File: src/include/fcsi_defs.vh
`ifndef FCSI_DEFS_VH
`define FCSI_DEFS_VH
// Register byte offsets.
`define FCSI_OFF_MODE 8'h00
`define FCSI_OFF_CMD 8'h04
`define FCSI_OFF_STATUS 8'h08
`define FCSI_OFF_RESULT 8'h0c
`define FCSI_OFF_IRQ_STAT 8'h10
`define FCSI_OFF_IRQ_EN 8'h14
`define FCSI_OFF_IRQ_CLR 8'h18
// Command word fields.
`define FCSI_KEY_HI 31
`define FCSI_KEY_LO 24
`define FCSI_ARG_HI 23
`define FCSI_ARG_LO 8
`define FCSI_CODE_HI 7
`define FCSI_CODE_LO 0
`define FCSI_KEY_VALUE 8'h5a
// Mode register fields.
`define FCSI_MODE_RDY_IE 0
`define FCSI_MODE_WS_HI 11
`define FCSI_MODE_WS_LO 8
`define FCSI_MODE_RESET 32'h0000_0000
// Status register bits.
`define FCSI_ST_READY 0
`define FCSI_ST_CMD_ERR 1
`define FCSI_ST_LOCK_ERR 2
`define FCSI_ST_VERIFY_ERR 3
// Command codes.
`define FCSI_CMD_GET_ID 8'h00
`define FCSI_CMD_PROGRAM 8'h01
`define FCSI_CMD_ERASE_PAGES 8'h07
`define FCSI_CMD_LOCK 8'h08
`define FCSI_CMD_ERASE_ALL 8'h05
`define FCSI_CMD_ERASE_PLANE 8'h06
`define FCSI_CMD_ERASE_SECTOR 8'h11
// Operation kinds sent to the array.
`define FCSI_OP_READ_INFO 3'h0
`define FCSI_OP_PROGRAM 3'h1
`define FCSI_OP_ERASE 3'h2
`define FCSI_OP_LOCK 3'h3
`endif

File: src/rtl/fcsi_result_buf.v
`timescale 1ns/10ps
`default_nettype none
// Small result memory: loaded word by word, read out sequentially, zero past the end.
module fcsi_result_buf #(
    parameter DEPTH = 4,
    parameter AW = 2
) (
    // Clock and reset.
    input wire sys_clk,
    input wire reset_n,
    input wire clk_en,
    // Load side.
    input wire load_start,
    input wire load_valid,
    input wire [31:0] load_word,
    // Read side.
    input wire read_next,
    output reg [31:0] read_word_q
);
    reg [31:0] mem_q [0:DEPTH-1]; // Result words.
    reg [AW:0] count_q; // Number of meaningful words.
    reg [AW:0] wptr_q; // Next slot to load.
    reg [AW:0] rptr_q; // Next word to deliver.

    ////////////////////////////////////////////////////////////////////////
    // Storage writes need no reset.
    always @(posedge sys_clk) begin
        if (clk_en && load_valid && wptr_q < DEPTH) begin
            mem_q[wptr_q[AW-1:0]] <= load_word;
        end
    end

    // Pointers; the presented word always reflects the read pointer.
    always @(posedge sys_clk or negedge reset_n) begin
        if (!reset_n) begin
            count_q <= {(AW+1){1'b0}};
            wptr_q <= {(AW+1){1'b0}};
            rptr_q <= {(AW+1){1'b0}};
            read_word_q <= 32'h0000_0000;
        end else if (clk_en) begin
            if (load_start) begin
                // New command: drop old result.
                wptr_q <= {(AW+1){1'b0}};
                count_q <= {(AW+1){1'b0}};
                rptr_q <= {(AW+1){1'b0}};
                read_word_q <= 32'h0000_0000;
            end else if (load_valid && wptr_q < DEPTH) begin
                wptr_q <= wptr_q + 1'b1;
                count_q <= count_q + 1'b1;
                // First word shows at once.
                if (wptr_q == {(AW+1){1'b0}}) begin
                    read_word_q <= load_word;
                end
            end else if (read_next) begin
                // Advance; past the end the register reads zero.
                if (rptr_q + 1'b1 < count_q) begin
                    read_word_q <= mem_q[rptr_q[AW-1:0] + 1'b1];
                end else begin
                    read_word_q <= 32'h0000_0000;
                end
                if (rptr_q < count_q) begin
                    rptr_q <= rptr_q + 1'b1;
                end
            end
        end
    end
endmodule // fcsi_result_buf
`default_nettype wire

File: src/rtl/fcsi_top.v
// Notes on behaviour
// - Multi-page erase: start page, two-bit count
// - Program command: argument is target page
// - Lock command: argument is page to lock
// - Only key 0x5a starts a command
// - Ready reads zero while busy, one idle
// - Ready clears itself when busy starts
// - Ready plus enable raises interrupt
// - Bad code or key sets command error
// - Status read or command write clears errors
// - Locked target sets lock error
// - Failed verify sets verify error
// - Wide results read out word by word
// - Mode enable bit gates ready interrupt
// - Array access lasts wait states plus one
// - Reads past result end return zero
//
// Decided for this implementation: the strobed register port.
`timescale 1ns/10ps
`default_nettype none
`include "fcsi_defs.vh"
module fcsi_top #(
    parameter WSW = 4,
    parameter RES_DEPTH = 4,
    parameter RES_AW = 2
) (
    // Clock, reset and enable.
    input wire sys_clk,
    input wire reset_n,
    input wire clk_en,
    // Register port.
    input wire [7:0] reg_addr,
    input wire [31:0] reg_wdata,
    input wire reg_wr,
    input wire reg_rd,
    output reg [31:0] reg_rdata_q,
    // Array side request.
    output reg array_req_q,
    output reg [2:0] array_op_q,
    output reg [15:0] array_page_q,
    output reg [5:0] array_page_count_q,
    // Array side answers (same clock domain).
    input wire array_done,
    input wire array_locked,
    input wire array_verify_fail,
    input wire array_result_valid,
    input wire [31:0] array_result_word,
    // Interrupt.
    output reg irq_q
);
    localparam ST_IDLE = 2'h0;
    localparam ST_WAIT = 2'h1;
    localparam ST_RUN = 2'h2;

    reg [31:0] mode_q; // Mode register.
    reg ready_q; // Ready status bit.
    reg cmd_err_q; // Command error flag.
    reg lock_err_q; // Lock error flag.
    reg verify_err_q; // Verify error flag.
    reg [1:0] state_q; // Sequencer state.
    reg [3:0] irq_stat_q; // Sticky event bits.
    reg [3:0] irq_en_q; // Event enables.
    reg ready_prev_q; // Ready last cycle, for the rise event.
    reg [2:0] op_d; // Decoded operation.
    reg [15:0] page_d; // Decoded page.
    reg [5:0] count_d; // Decoded page count.
    reg code_ok_d; // Command code is known.
    wire [31:0] result_word; // Current result word.
    wire ws_done; // Wait time elapsed.
    wire cmd_wr; // Command register write.
    wire key_ok; // Key matches.
    wire st_rd; // Status register read.
    wire [3:0] ev_d; // Events this cycle.
    wire start_cmd; // Accepted command.

    assign cmd_wr = reg_wr && reg_addr == `FCSI_OFF_CMD;
    assign st_rd = reg_rd && reg_addr == `FCSI_OFF_STATUS;
    assign key_ok = reg_wdata[`FCSI_KEY_HI:`FCSI_KEY_LO] == `FCSI_KEY_VALUE;
    // Commands arriving while busy are not started, since software waits; the write still clears the error flags.
    assign start_cmd = cmd_wr && key_ok && code_ok_d && state_q == ST_IDLE;

    ////////////////////////////////////////////////////////////////////////
    // Decode the argument per command family.
    always @* begin
        op_d = `FCSI_OP_READ_INFO;
        page_d = reg_wdata[`FCSI_ARG_HI:`FCSI_ARG_LO];
        count_d = 6'h01;
        code_ok_d = 1'b1;
        case (reg_wdata[`FCSI_CODE_HI:`FCSI_CODE_LO])
            `FCSI_CMD_GET_ID: begin
                op_d = `FCSI_OP_READ_INFO;
            end
            `FCSI_CMD_PROGRAM: begin
                op_d = `FCSI_OP_PROGRAM;
            end
            `FCSI_CMD_LOCK: begin
                op_d = `FCSI_OP_LOCK;
            end
            `FCSI_CMD_ERASE_ALL: begin
                // Argument ignored.
                op_d = `FCSI_OP_ERASE;
                page_d = 16'h0000;
                count_d = 6'h00;
            end
            `FCSI_CMD_ERASE_PLANE, `FCSI_CMD_ERASE_SECTOR: begin
                // Any page inside the region selects it.
                op_d = `FCSI_OP_ERASE;
                count_d = 6'h00;
            end
            `FCSI_CMD_ERASE_PAGES: begin
                // Start page from upper bits, aligned down to the count.
                op_d = `FCSI_OP_ERASE;
                case (reg_wdata[`FCSI_ARG_LO+1:`FCSI_ARG_LO])
                    2'h0: count_d = 6'h04;
                    2'h1: count_d = 6'h08;
                    2'h2: count_d = 6'h10;
                    default: count_d = 6'h20;
                endcase
                page_d = {2'h0, reg_wdata[`FCSI_ARG_HI:`FCSI_ARG_LO+2]}
                    & ~{10'h000, count_d - 6'h01};
            end
            default: begin
                code_ok_d = 1'b0;
            end
        endcase
    end

    ////////////////////////////////////////////////////////////////////////
    // Mode register and interrupt enable/status registers.
    always @(posedge sys_clk or negedge reset_n) begin
        if (!reset_n) begin
            mode_q <= `FCSI_MODE_RESET;
            irq_en_q <= 4'h0;
            irq_stat_q <= 4'h0;
        end else if (clk_en) begin
            if (reg_wr && reg_addr == `FCSI_OFF_MODE) begin
                mode_q <= reg_wdata;
            end
            if (reg_wr && reg_addr == `FCSI_OFF_IRQ_EN) begin
                irq_en_q <= reg_wdata[3:0];
            end
            // New events win over a clear in the same cycle.
            if (reg_wr && reg_addr == `FCSI_OFF_IRQ_CLR) begin
                irq_stat_q <= (irq_stat_q & ~reg_wdata[3:0]) | ev_d;
            end else begin
                irq_stat_q <= irq_stat_q | ev_d;
            end
        end
    end

    // Events: ready rise, command error, lock error, verify error.
    assign ev_d = {state_q == ST_RUN && array_done && array_verify_fail,
                   state_q == ST_RUN && array_done && array_locked,
                   cmd_wr && !(key_ok && code_ok_d),
                   ready_q && !ready_prev_q};

    ////////////////////////////////////////////////////////////////////////
    // Command sequencer and status flags.
    always @(posedge sys_clk or negedge reset_n) begin
        if (!reset_n) begin
            state_q <= ST_IDLE;
            ready_q <= 1'b1;
            ready_prev_q <= 1'b1;
            cmd_err_q <= 1'b0;
            lock_err_q <= 1'b0;
            verify_err_q <= 1'b0;
            array_req_q <= 1'b0;
            array_op_q <= `FCSI_OP_READ_INFO;
            array_page_q <= 16'h0000;
            array_page_count_q <= 6'h00;
        end else if (clk_en) begin
            ready_prev_q <= ready_q;
            array_req_q <= 1'b0;
            // Errors clear on status read or command write; sets below win.
            if (st_rd || cmd_wr) begin
                cmd_err_q <= 1'b0;
                lock_err_q <= 1'b0;
                verify_err_q <= 1'b0;
            end
            if (cmd_wr && !(key_ok && code_ok_d)) begin
                cmd_err_q <= 1'b1;
            end
            case (state_q)
                ST_IDLE: begin
                    if (start_cmd) begin
                        ready_q <= 1'b0;
                        array_op_q <= op_d;
                        array_page_q <= page_d;
                        array_page_count_q <= count_d;
                        state_q <= ST_WAIT;
                    end
                end
                ST_WAIT: begin
                    if (ws_done) begin
                        array_req_q <= 1'b1;
                        state_q <= ST_RUN;
                    end
                end
                ST_RUN: begin
                    if (array_done) begin
                        if (array_locked) begin
                            lock_err_q <= 1'b1;
                        end
                        verify_err_q <= array_verify_fail;
                        ready_q <= 1'b1;
                        state_q <= ST_IDLE;
                    end
                end
                default: begin
                    state_q <= ST_IDLE;
                end
            endcase
        end
    end

    ////////////////////////////////////////////////////////////////////////
    // Read data mux, one cycle after the read strobe.
    always @(posedge sys_clk or negedge reset_n) begin
        if (!reset_n) begin
            reg_rdata_q <= 32'h0000_0000;
            irq_q <= 1'b0;
        end else if (clk_en) begin
            // Ready plus its enable, or any enabled sticky event.
            irq_q <= (ready_q && mode_q[`FCSI_MODE_RDY_IE]) || |(irq_stat_q & irq_en_q);
            reg_rdata_q <= 32'h0000_0000;
            if (reg_rd) begin
                case (reg_addr)
                    `FCSI_OFF_MODE: reg_rdata_q <= mode_q;
                    `FCSI_OFF_STATUS: reg_rdata_q <= {28'h0000000, verify_err_q,
                        lock_err_q, cmd_err_q, ready_q};
                    `FCSI_OFF_RESULT: reg_rdata_q <= result_word;
                    `FCSI_OFF_IRQ_STAT: reg_rdata_q <= {28'h0000000, irq_stat_q};
                    `FCSI_OFF_IRQ_EN: reg_rdata_q <= {28'h0000000, irq_en_q};
                    default: reg_rdata_q <= 32'h0000_0000;
                endcase
            end
        end
    end

    ////////////////////////////////////////////////////////////////////////
    // Result buffer and wait-state timer.
    fcsi_result_buf #(
        .DEPTH(RES_DEPTH),
        .AW(RES_AW)
    ) u_result (
        .sys_clk(sys_clk),
        .reset_n(reset_n),
        .clk_en(clk_en),
        .load_start(start_cmd),
        .load_valid(array_result_valid && state_q == ST_RUN),
        .load_word(array_result_word),
        // Step at the strobe itself, so back-to-back reads get successive words.
        .read_next(reg_rd && reg_addr == `FCSI_OFF_RESULT),
        .read_word_q(result_word)
    );

    fcsi_wait_timer #(
        .WSW(WSW)
    ) u_wait (
        .sys_clk(sys_clk),
        .reset_n(reset_n),
        .clk_en(clk_en),
        .start(start_cmd),
        .wait_states(mode_q[`FCSI_MODE_WS_HI:`FCSI_MODE_WS_LO]),
        .done_q(ws_done)
    );
endmodule // fcsi_top
`default_nettype wire

File: src/rtl/fcsi_wait_timer.v
`timescale 1ns/10ps
`default_nettype none
// Stretches each array access to wait-state count plus one cycles.
module fcsi_wait_timer #(
    parameter WSW = 4
) (
    // Clock and reset.
    input wire sys_clk,
    input wire reset_n,
    input wire clk_en,
    // Control.
    input wire start,
    input wire [WSW-1:0] wait_states,
    output reg done_q
);
    reg [WSW:0] left_q; // Cycles still to wait.
    reg busy_q; // Access in progress.

    ////////////////////////////////////////////////////////////////////////
    // Counts wait_states+1 cycles, then pulses done for one cycle.
    always @(posedge sys_clk or negedge reset_n) begin
        if (!reset_n) begin
            left_q <= {(WSW+1){1'b0}};
            busy_q <= 1'b0;
            done_q <= 1'b0;
        end else if (clk_en) begin
            done_q <= 1'b0;
            if (start) begin
                left_q <= {1'b0, wait_states};
                busy_q <= 1'b1;
            end else if (busy_q) begin
                if (left_q == {(WSW+1){1'b0}}) begin
                    busy_q <= 1'b0;
                    done_q <= 1'b1;
                end else begin
                    left_q <= left_q - 1'b1;
                end
            end
        end
    end
endmodule // fcsi_wait_timer
`default_nettype wire

File: config.mk
export PLATFORM = sky130hd
export DESIGN_NAME = fcsi_top
export DESIGN_NICKNAME = d
export VERILOG_FILES = /design/src/rtl/fcsi_result_buf.v /design/src/rtl/fcsi_top.v /design/src/rtl/fcsi_wait_timer.v
export VERILOG_INCLUDE_DIRS = /design/src /design/src/include
export SDC_FILE = /design/constraint.sdc
export NUM_CORES = 1
export LEC_CHECK = 0
export BUFFER_PORTS_ARGS = -buffer_cell sky130_fd_sc_hd__buf_2
export CORE_MARGIN = 1
export CORE_UTILIZATION = 32
export DETAILED_ROUTE_END_ITERATION = 16
export GPL_ROUTABILITY_DRIVEN = 0
export GPL_TIMING_DRIVEN = 0
export RECOVER_POWER = 100
export SETUP_SLACK_MARGIN = 0.05
export SYNTH_ARGS = -nofsm -noshare
export SYNTH_HDL_FRONTEND = slang
export SYNTH_HIERARCHICAL = 1
export SYNTH_SLANG_ARGS = --single-unit
File: constraint.sdc
create_clock -name sys_clk -period 4.2 [get_ports sys_clk]
set_clock_uncertainty 0.05 [all_clocks]
set_input_delay 0.42 -clock sys_clk [delete_from_list [all_inputs] [get_ports sys_clk]]
set_output_delay 0.42 -clock sys_clk [all_outputs]
set_load 0.05 [all_outputs]
### Yosys cells after proc, flatten, opt, wreduce, memory -nomap -nowiden

Memory sizes are Yosys's and may differ from the RTL's.
Index checks and enable logic that the tools add are counted.

* register bits after elaboration: 154
* latch bits: 0
* RAM bits: 128
* bits in read-only memories: 0
* bits of input ports: 81
* output and inout bits: 59
* logic and storage cells: 164
* memories kept: 1

* add/subtract/negate cells: 6
* multiply operators: 0
* div/mod/pow operators: 0
* order comparisons: 3
* equal/unequal tests: 23
* shift-type cells: 0
* muxes and demuxes: 51
* bitwise logic cells: 7
* reduce and logical (&&, ||, !) cells: 51

Memories
* u_result.mem_q: depth 4, width 32, rd ports 1, clocked after Yosys merged registers in 0, wr ports 1, line fcsi_result_buf.v:20 `reg [31:0] mem_q [0:DEPTH-1];`

Operator list (count)
* 32-bit two-way mux: 6
* 32-bit one-hot mux with 5 select lines: 1
* 8-bit by 3-bit == test with 1-bit output (second input constant): 4
* 8-bit by 5-bit == test with 1-bit output (second input constant): 4
* 16-bit one-hot mux with 2 select lines: 1
* 8-bit by 4-bit == test with 1-bit output (second input constant): 3
* 3-bit two-way mux: 8
* 1-bit two-way mux: 22
* 1-bit logical AND: 20
* 6-bit one-hot mux with 3 select lines: 1
* 14-bit by 16-bit bitwise AND with 16-bit output: 1
* 8-bit zero test: 2
* 6-bit NOT with 16-bit output: 1
* 5-bit two-way mux: 3
* 2-bit one-hot mux with 3 select lines: 2
* 6-bit one-hot mux with 2 select lines: 1
* 4-bit AND reduction: 3
* 2-bit nonzero test: 6
* 3-bit by 1-bit adder with 3-bit output (second input constant): 3
* 3-bit AND reduction: 3
* 4-bit bitwise AND: 2
* 8-bit by 1-bit == test with 1-bit output (second input constant): 1
* 8-bit by 7-bit == test with 1-bit output (second input constant): 1
* 2-bit != test (second input constant): 4
* other kinds (25): 38

### Depth between registers and ports, before layout

* word-level depth: 8
* mapped depth: 12
* gate-level depth less buffers: 8

### By module

The synthesis kept the hierarchy.

Modules (own cells, without submodules)
* fcsi_result_buf: times used 1, cells each 382, area each 6732.7 um2, sequential area each 4869.7 um2
* fcsi_top: times used 1, cells each 412, area each 5058.6 um2, sequential area each 2605.0 um2
* fcsi_wait_timer: times used 1, cells each 48, area each 460.4 um2, sequential area each 175.2 um2

### Least setup slack after synthesis

OpenSTA, ideal clock, no wires.

* path type: in2reg
* from: input port reg_wdata[4]
* to: register u_result.read_word_q[10]
* library setup time: 0.124 ns
* data arrival time: 2.509 ns
* data required time: 4.026 ns
* setup slack: 1.517 ns
* cell stages on the path: 12
* buffers on the path: 4
* path through: clkbuf_1 > nor2_1 > a31oi_1 > a21oi_1 > and4_1 > buf_6 > or4b_1 > o311a_1 > buf_6 > buf_6 > nor2_1 > a21oi_1

* cells in the longest elaborated chain, start to end: 7
* elaborated cells between the ends (all ways): 15
* classes of those cells: 7 x eq/ne; 2 x mux; 6 x reduce/logical

RTL lines
* start: declaration: line fcsi_top.v:33 `input wire [31:0] reg_wdata,`
* 8-bit by 3-bit == test with 1-bit output, or another cell as far along: line fcsi_top.v:89 `` case (reg_wdata[`FCSI_CODE_HI:`FCSI_CODE_LO]) ``
* 7-bit OR reduction (no source line) (*)
* 1-bit two-way mux (*): line fcsi_top.v:89
* 1-bit logical AND (*) (2 in a row): line fcsi_top.v:80 `assign start_cmd = cmd_wr && key_ok && code_ok_d && state_q == ST_IDLE;`
* via start_cmd: line fcsi_top.v:74 `wire start_cmd;`
* 3-bit != test (no source line) or 3-bit nonzero test (tied branches)
* 3-bit AND reduction (no source line)
* end signal: assignment: line fcsi_result_buf.v:52 `read_word_q <= load_word;`
* end signal: assignment: line fcsi_result_buf.v:57 `read_word_q <= mem_q[rptr_q[AW-1:0] + 1'b1];`
* end: declaration: line fcsi_result_buf.v:18 `output reg [31:0] read_word_q`

Mark *: on every way through the listed nets, which the timed path passes. The rest lies on a longest branch.
A chain may end at the register's enable or synchronous reset.

### Worst setup path after layout

* from: input port reg_wdata[31]
* to: register u_result.read_word_q[15]

* cells in the longest elaborated chain, start to end: 6
* elaborated cells between the ends (all ways): 8
* classes of those cells: 2 x eq/ne; 1 x mux; 5 x reduce/logical

RTL lines (line)
* 8-bit by 7-bit == test with 1-bit output (no source line) (*)
* 1-bit logical AND (*) (3 in a row): fcsi_top.v:80
* via start_cmd: fcsi_top.v:74
* 3-bit != test (no source line) or 3-bit nonzero test (tied branches)
* 3-bit AND reduction (no source line)

Marks and branches as above.

==> metrics.md <==
| Metric | Value |
|---|---|
| Fin crit period | `3.32 ns` |
| Vias | `about 7700` |
| CP most frequent cell | `clkbuf_1` |
| Fraction of the mapped netlist area in simple logic gates | `0.0871` |
| Dpl hpwl | `approximately 22000 um` |
| Largest buffer count on any clock path | `3` |
| Cells after DPL | `~1500` |
| Initial antenna violation count | `2` |
| Total Wirelength | `approximately 31000 um` |
| Site Rows | `71` |
| Final setup viols | `0` |
| Ranking of synthesized cells by area | `edfxtp_1 (31%), dfrtp_1 (31%), mux4_2 (5.9%)` |
| Final hold viol count | `0` |
| NumNets Final | `1101` |
| GR Util met2 | `0.260` |
| Initial Util | `0.325` |
| Die span in y | `198 um` |
| Fillers | `3729` |
| Clk Latency, worst-skew pair | `about 0.55 ns` |
| Worst-path clk slew | `0.06 ns` |
| Post-Route Setup TNS | `0 ns` |
| Worst Setup Start Kind | `input port` |
| Multi-input gate area | `0.00399 mm2` |
| Pwr dens | `about 470 mW/mm2` |
| CP Buf/Inv Count | `4` |
| Max Clock Freq | `between 300 and 400 MHz` |
| Post-synth EDFFs | `approximately 130` |
| Worst Hold Class | `input port to register` |
| H-tree depth | `1` |
| Ys Warns | `6` |
| Core ar. | `~0.038 mm2` |
| Synth Area in Compound Gates | `0.0958` |
| Worst-Margin Slew | `~1.9 ns` |
| WP data arrival | `about 3.7 ns` |
| Clock net sink count | `280` |
| Number of port buffers | `132` |
| CP Class | `input port to register` |
| Fin cells | `1544` |
| Total CTS buffers | `30` |
| XOR/XNOR share of the synthesized area | `0.00143` |
| Layout area overhead | `16.3%` |
| Post-synth top area share | `0.314` |
| Die ar. | `0.0391 mm2` |
| Worst VDD drop | `about 400 uV` |
| Critical Path Max Stage Delay | `~0.8 ns` |
| Yosys reg bits | `280` |
| Mux share of post-synthesis cell area | `0.141` |
| Slew headroom | `-0.247` |
| Syn avg cell area | `between 10 and 15 um2` |
| Power Total | `approximately 6700 uW` |
| Post-synthesis sequential area ratio | `0.624` |
| Pre-CTS WS | `0.793 ns` |
| Postcts setup bufs | `0` |
| Clock root buffer | `clkbuf_16` |
| Synth Area in Adders | `0.0112` |
| Post-route DRC | `0` |
| Largest net degree at the start of global routing | `96` |
| Detailed-route vias per instance | `between 5 and 6` |
| I/O Pins | `140` |
| Distinct cell type count after synthesis | `between 70 and 80` |
| Max-cap viol count | `4` |
| First-pass iteration count of the detailed router | `5` |
| Top delay family on crit path | `simple AND/OR/NAND/NOR gates` |
| WL per Instance | `a little over 20 um` |
| GRT met3 Usage | `0.0289` |
| Final period util | `0.791` |
| Crit. End Element | `register` |
| Synth Flop Type | `dfrtp_1` |
| Sequential Area | `approximately 0.0076 mm2` |
| CTS tree | `built` |
| Share of layout cells above drive strength 1 | `0.165` |
| Post-synth ARST share | `0.543` |
| Global-route congestion overflow total | `0` |
| Vias in the first global route | `approximately 8000` |
| Synthesized area | `between 0.01 and 0.015 mm2` |
| Outcome | `complete, but fails checks` |
| Met1 Usage GRT | `0.225` |
| Slowest CP cell | `nor4bb_1` |
| GR peak layer | `met2` |
| Cell Chain, Critical Path | `clkbuf_1 > nor4bb_1 > nand3_1 > a21oi_1 > and4_1 > clkbuf_1 > or4b_1 > o311a_1 > buf_6 > clkbuf_1 > nor2_1 > a21oi_1` |
| Cell type with the highest aggregate area in the netlist | `edfxtp_1` |
| Cells after Synth | `842` |
| Failing checks | `max-capacitance violations, max-slew violations` |
| CP Max Fanout | `10` |
| Initial DRC Count | `between 500 and 600` |
| Die width | `198 um` |
| Slew Viols, Final | `between 100 and 150` |
| WP data required | `4.61 ns` |
| Global-route wire length before repair | `roughly 48000 um` |
| Main combinational cell family by area after synthesis | `multiplexers` |
| RSZ-0062 raised after global routing | `no` |
| Leakage | `between 0.005 and 0.006 uW` |
| Final Worst Setup Slack | `0.880 ns` |
| Tot GR Track Use | `0.162` |
| DRT antenna net count | `0` |
| Antenna Cells | `0` |
## worst paths after layout
| check | start | cells after the start | endpoint | slack (ns) |
|---|---|---|---|---|
| max | reg_wdata[31] | 12 | u_result/read_word_q[15]$_DFFE_PN0P_ | 0.88 |
| max in group asynchronous | reset_n | 3 | mode_q[0]$_DFFE_PN0P_ | 2.90 |
| min reg2reg | array_page_q[7]$_DFFE_PN0P_ | 1 | array_page_q[7]$_DFFE_PN0P_ | 0.44 |
| max reg2reg | state_q[0]$_DFFE_PN0P_ | 4 | u_result/mem_q[3][27]$_DFFE_PP_ | 0.94 |
| min | reg_wdata[25] | 2 | mode_q[25]$_DFFE_PN0P_ | 0.05 |
| min in group asynchronous | reset_n | 2 | lock_err_q$_DFFE_PN0P_ | 0.35 |
## cells in the final DEF (no fill, tap or decap), drive strengths merged, types with 3 or more instances in the layout
cell     count
o2bb2ai      4
nand3b       3
a211oi       3
a22oi       33
a21oi       35
nand3        9
or3b         3
and2         4
nand2       38
bufinv       3
inv         36
nor3        10
clkbuf     167
nand4        4
mux2        62
nor2b       34
nor2        42
o21ai       18
a31oi        3
clkinv      12
nor4b        4
a221o       30
dfrtp      150
nor4         5
ha          11
mux4        32
a222oi       3
edfxtp     128
o22ai        3
mux2i       19
nand2b       3
buf         62
and3        10
or4b         3
a22o         7
## cell usage after synthesis, types with 4 or more instances
| library cell | number |
|---|---|
| and2_1 | 4 |
| a21oi_1 | 35 |
| mux2_2 | 19 |
| nor3_1 | 9 |
| mux2i_1 | 19 |
| nor2_1 | 42 |
| mux2_4 | 30 |
| inv_1 | 36 |
| ha_1 | 11 |
| buf_2 | 15 |
| nor4_1 | 4 |
| mux2_1 | 13 |
| nor2b_1 | 34 |
| a22oi_1 | 33 |
| edfxtp_1 | 128 |
| buf_6 | 14 |
| nand2_1 | 38 |
| o21ai_0 | 18 |
| a221o_1 | 30 |
| dfrtp_1 | 150 |
| and3_1 | 10 |
| nand4_1 | 4 |
| a22o_1 | 7 |
| clkbuf_1 | 23 |
| mux4_2 | 32 |
| o2bb2ai_1 | 4 |
| nand3_1 | 9 |
## per-stage QoR
| step | hold WS, ns | area [um2] | utilization |
|---|---|---|---|
| 2_1_floorplan | 0.0744 | 12300 | - |
| 5_1_grt | 0.0414 | 14200 | 0.378 |
| 6_report | 0.0489 | 14200 | 0.378 |
| 3_3_place_gp | 0.417 | 13600 | 0.360 |
| 3_5_place_dp | 0.338 | 13600 | 0.361 |
| 4_1_cts | 0.0296 | 14600 | 0.387 |
## metal layers
metal  vias to the layer above  wire (um)
met5                         -         10
met4                         2        773
met3                        53       1440
met2                       174      14800
met1                      3974      14300
li1                       3534          -
## cell families (layout without fill, tap and decap cells)
kind of cell / after synthesis / after routing
compound gates: 156 / 156
other cells: 1 / 2
simple gates: 187 / 187
xor+xnor: 2 / 2
mux: 113 / 113
fa+ha+maj: 11 / 11
buf+inv: 92 / 282
flops: 280 / 280
## where the power goes
part	switching, uW	internal (uW)	total [uW]
clock network	1060	1530	2590
logic	650	504	1150
registers	50.5	2920	2980
## sequential cells by signal, summed over array words and instances (netlist names), 2 cells and up
register and cells:
mode_q 32, u_result/wptr_q 3, array_op_q 2, u_wait/left_q 5
reg_rdata_q 32, irq_en_q 4, u_result/read_word_q 32, array_page_count_q 5
irq_stat_q 4, state_q 2, u_result/mem_q 128, u_result/rptr_q 3
u_result/count_q 3, array_page_q 16
## timing repair
item                                   4_1_cts  5_1_grt
endpoints found under the hold margin       55        0
hold buffers                                 1        0
gates resized for setup                      0        0
## worst register-to-register path, cell delays in order, from the launching register on
cell and delay [ns]:
dfrtp_1 0.43, and3b_1 0.36, nor2b_1 0.16, clkbuf_1 0.34
and3_1 1.48
## final cells by class
cell class / instances / area share
Sequential cell: 280 / 0.537
Inverter: 36 / 0.00948
Multi-Input combinational cell: 471 / 0.280
Clock inverter: 16 / 0.0108
Buffer: 56 / 0.0197
Timing Repair Buffer: 134 / 0.0416
Tap cell: 511 / 0.0449
Clock buffer: 40 / 0.0568
(Power assumes the default switching activity.)
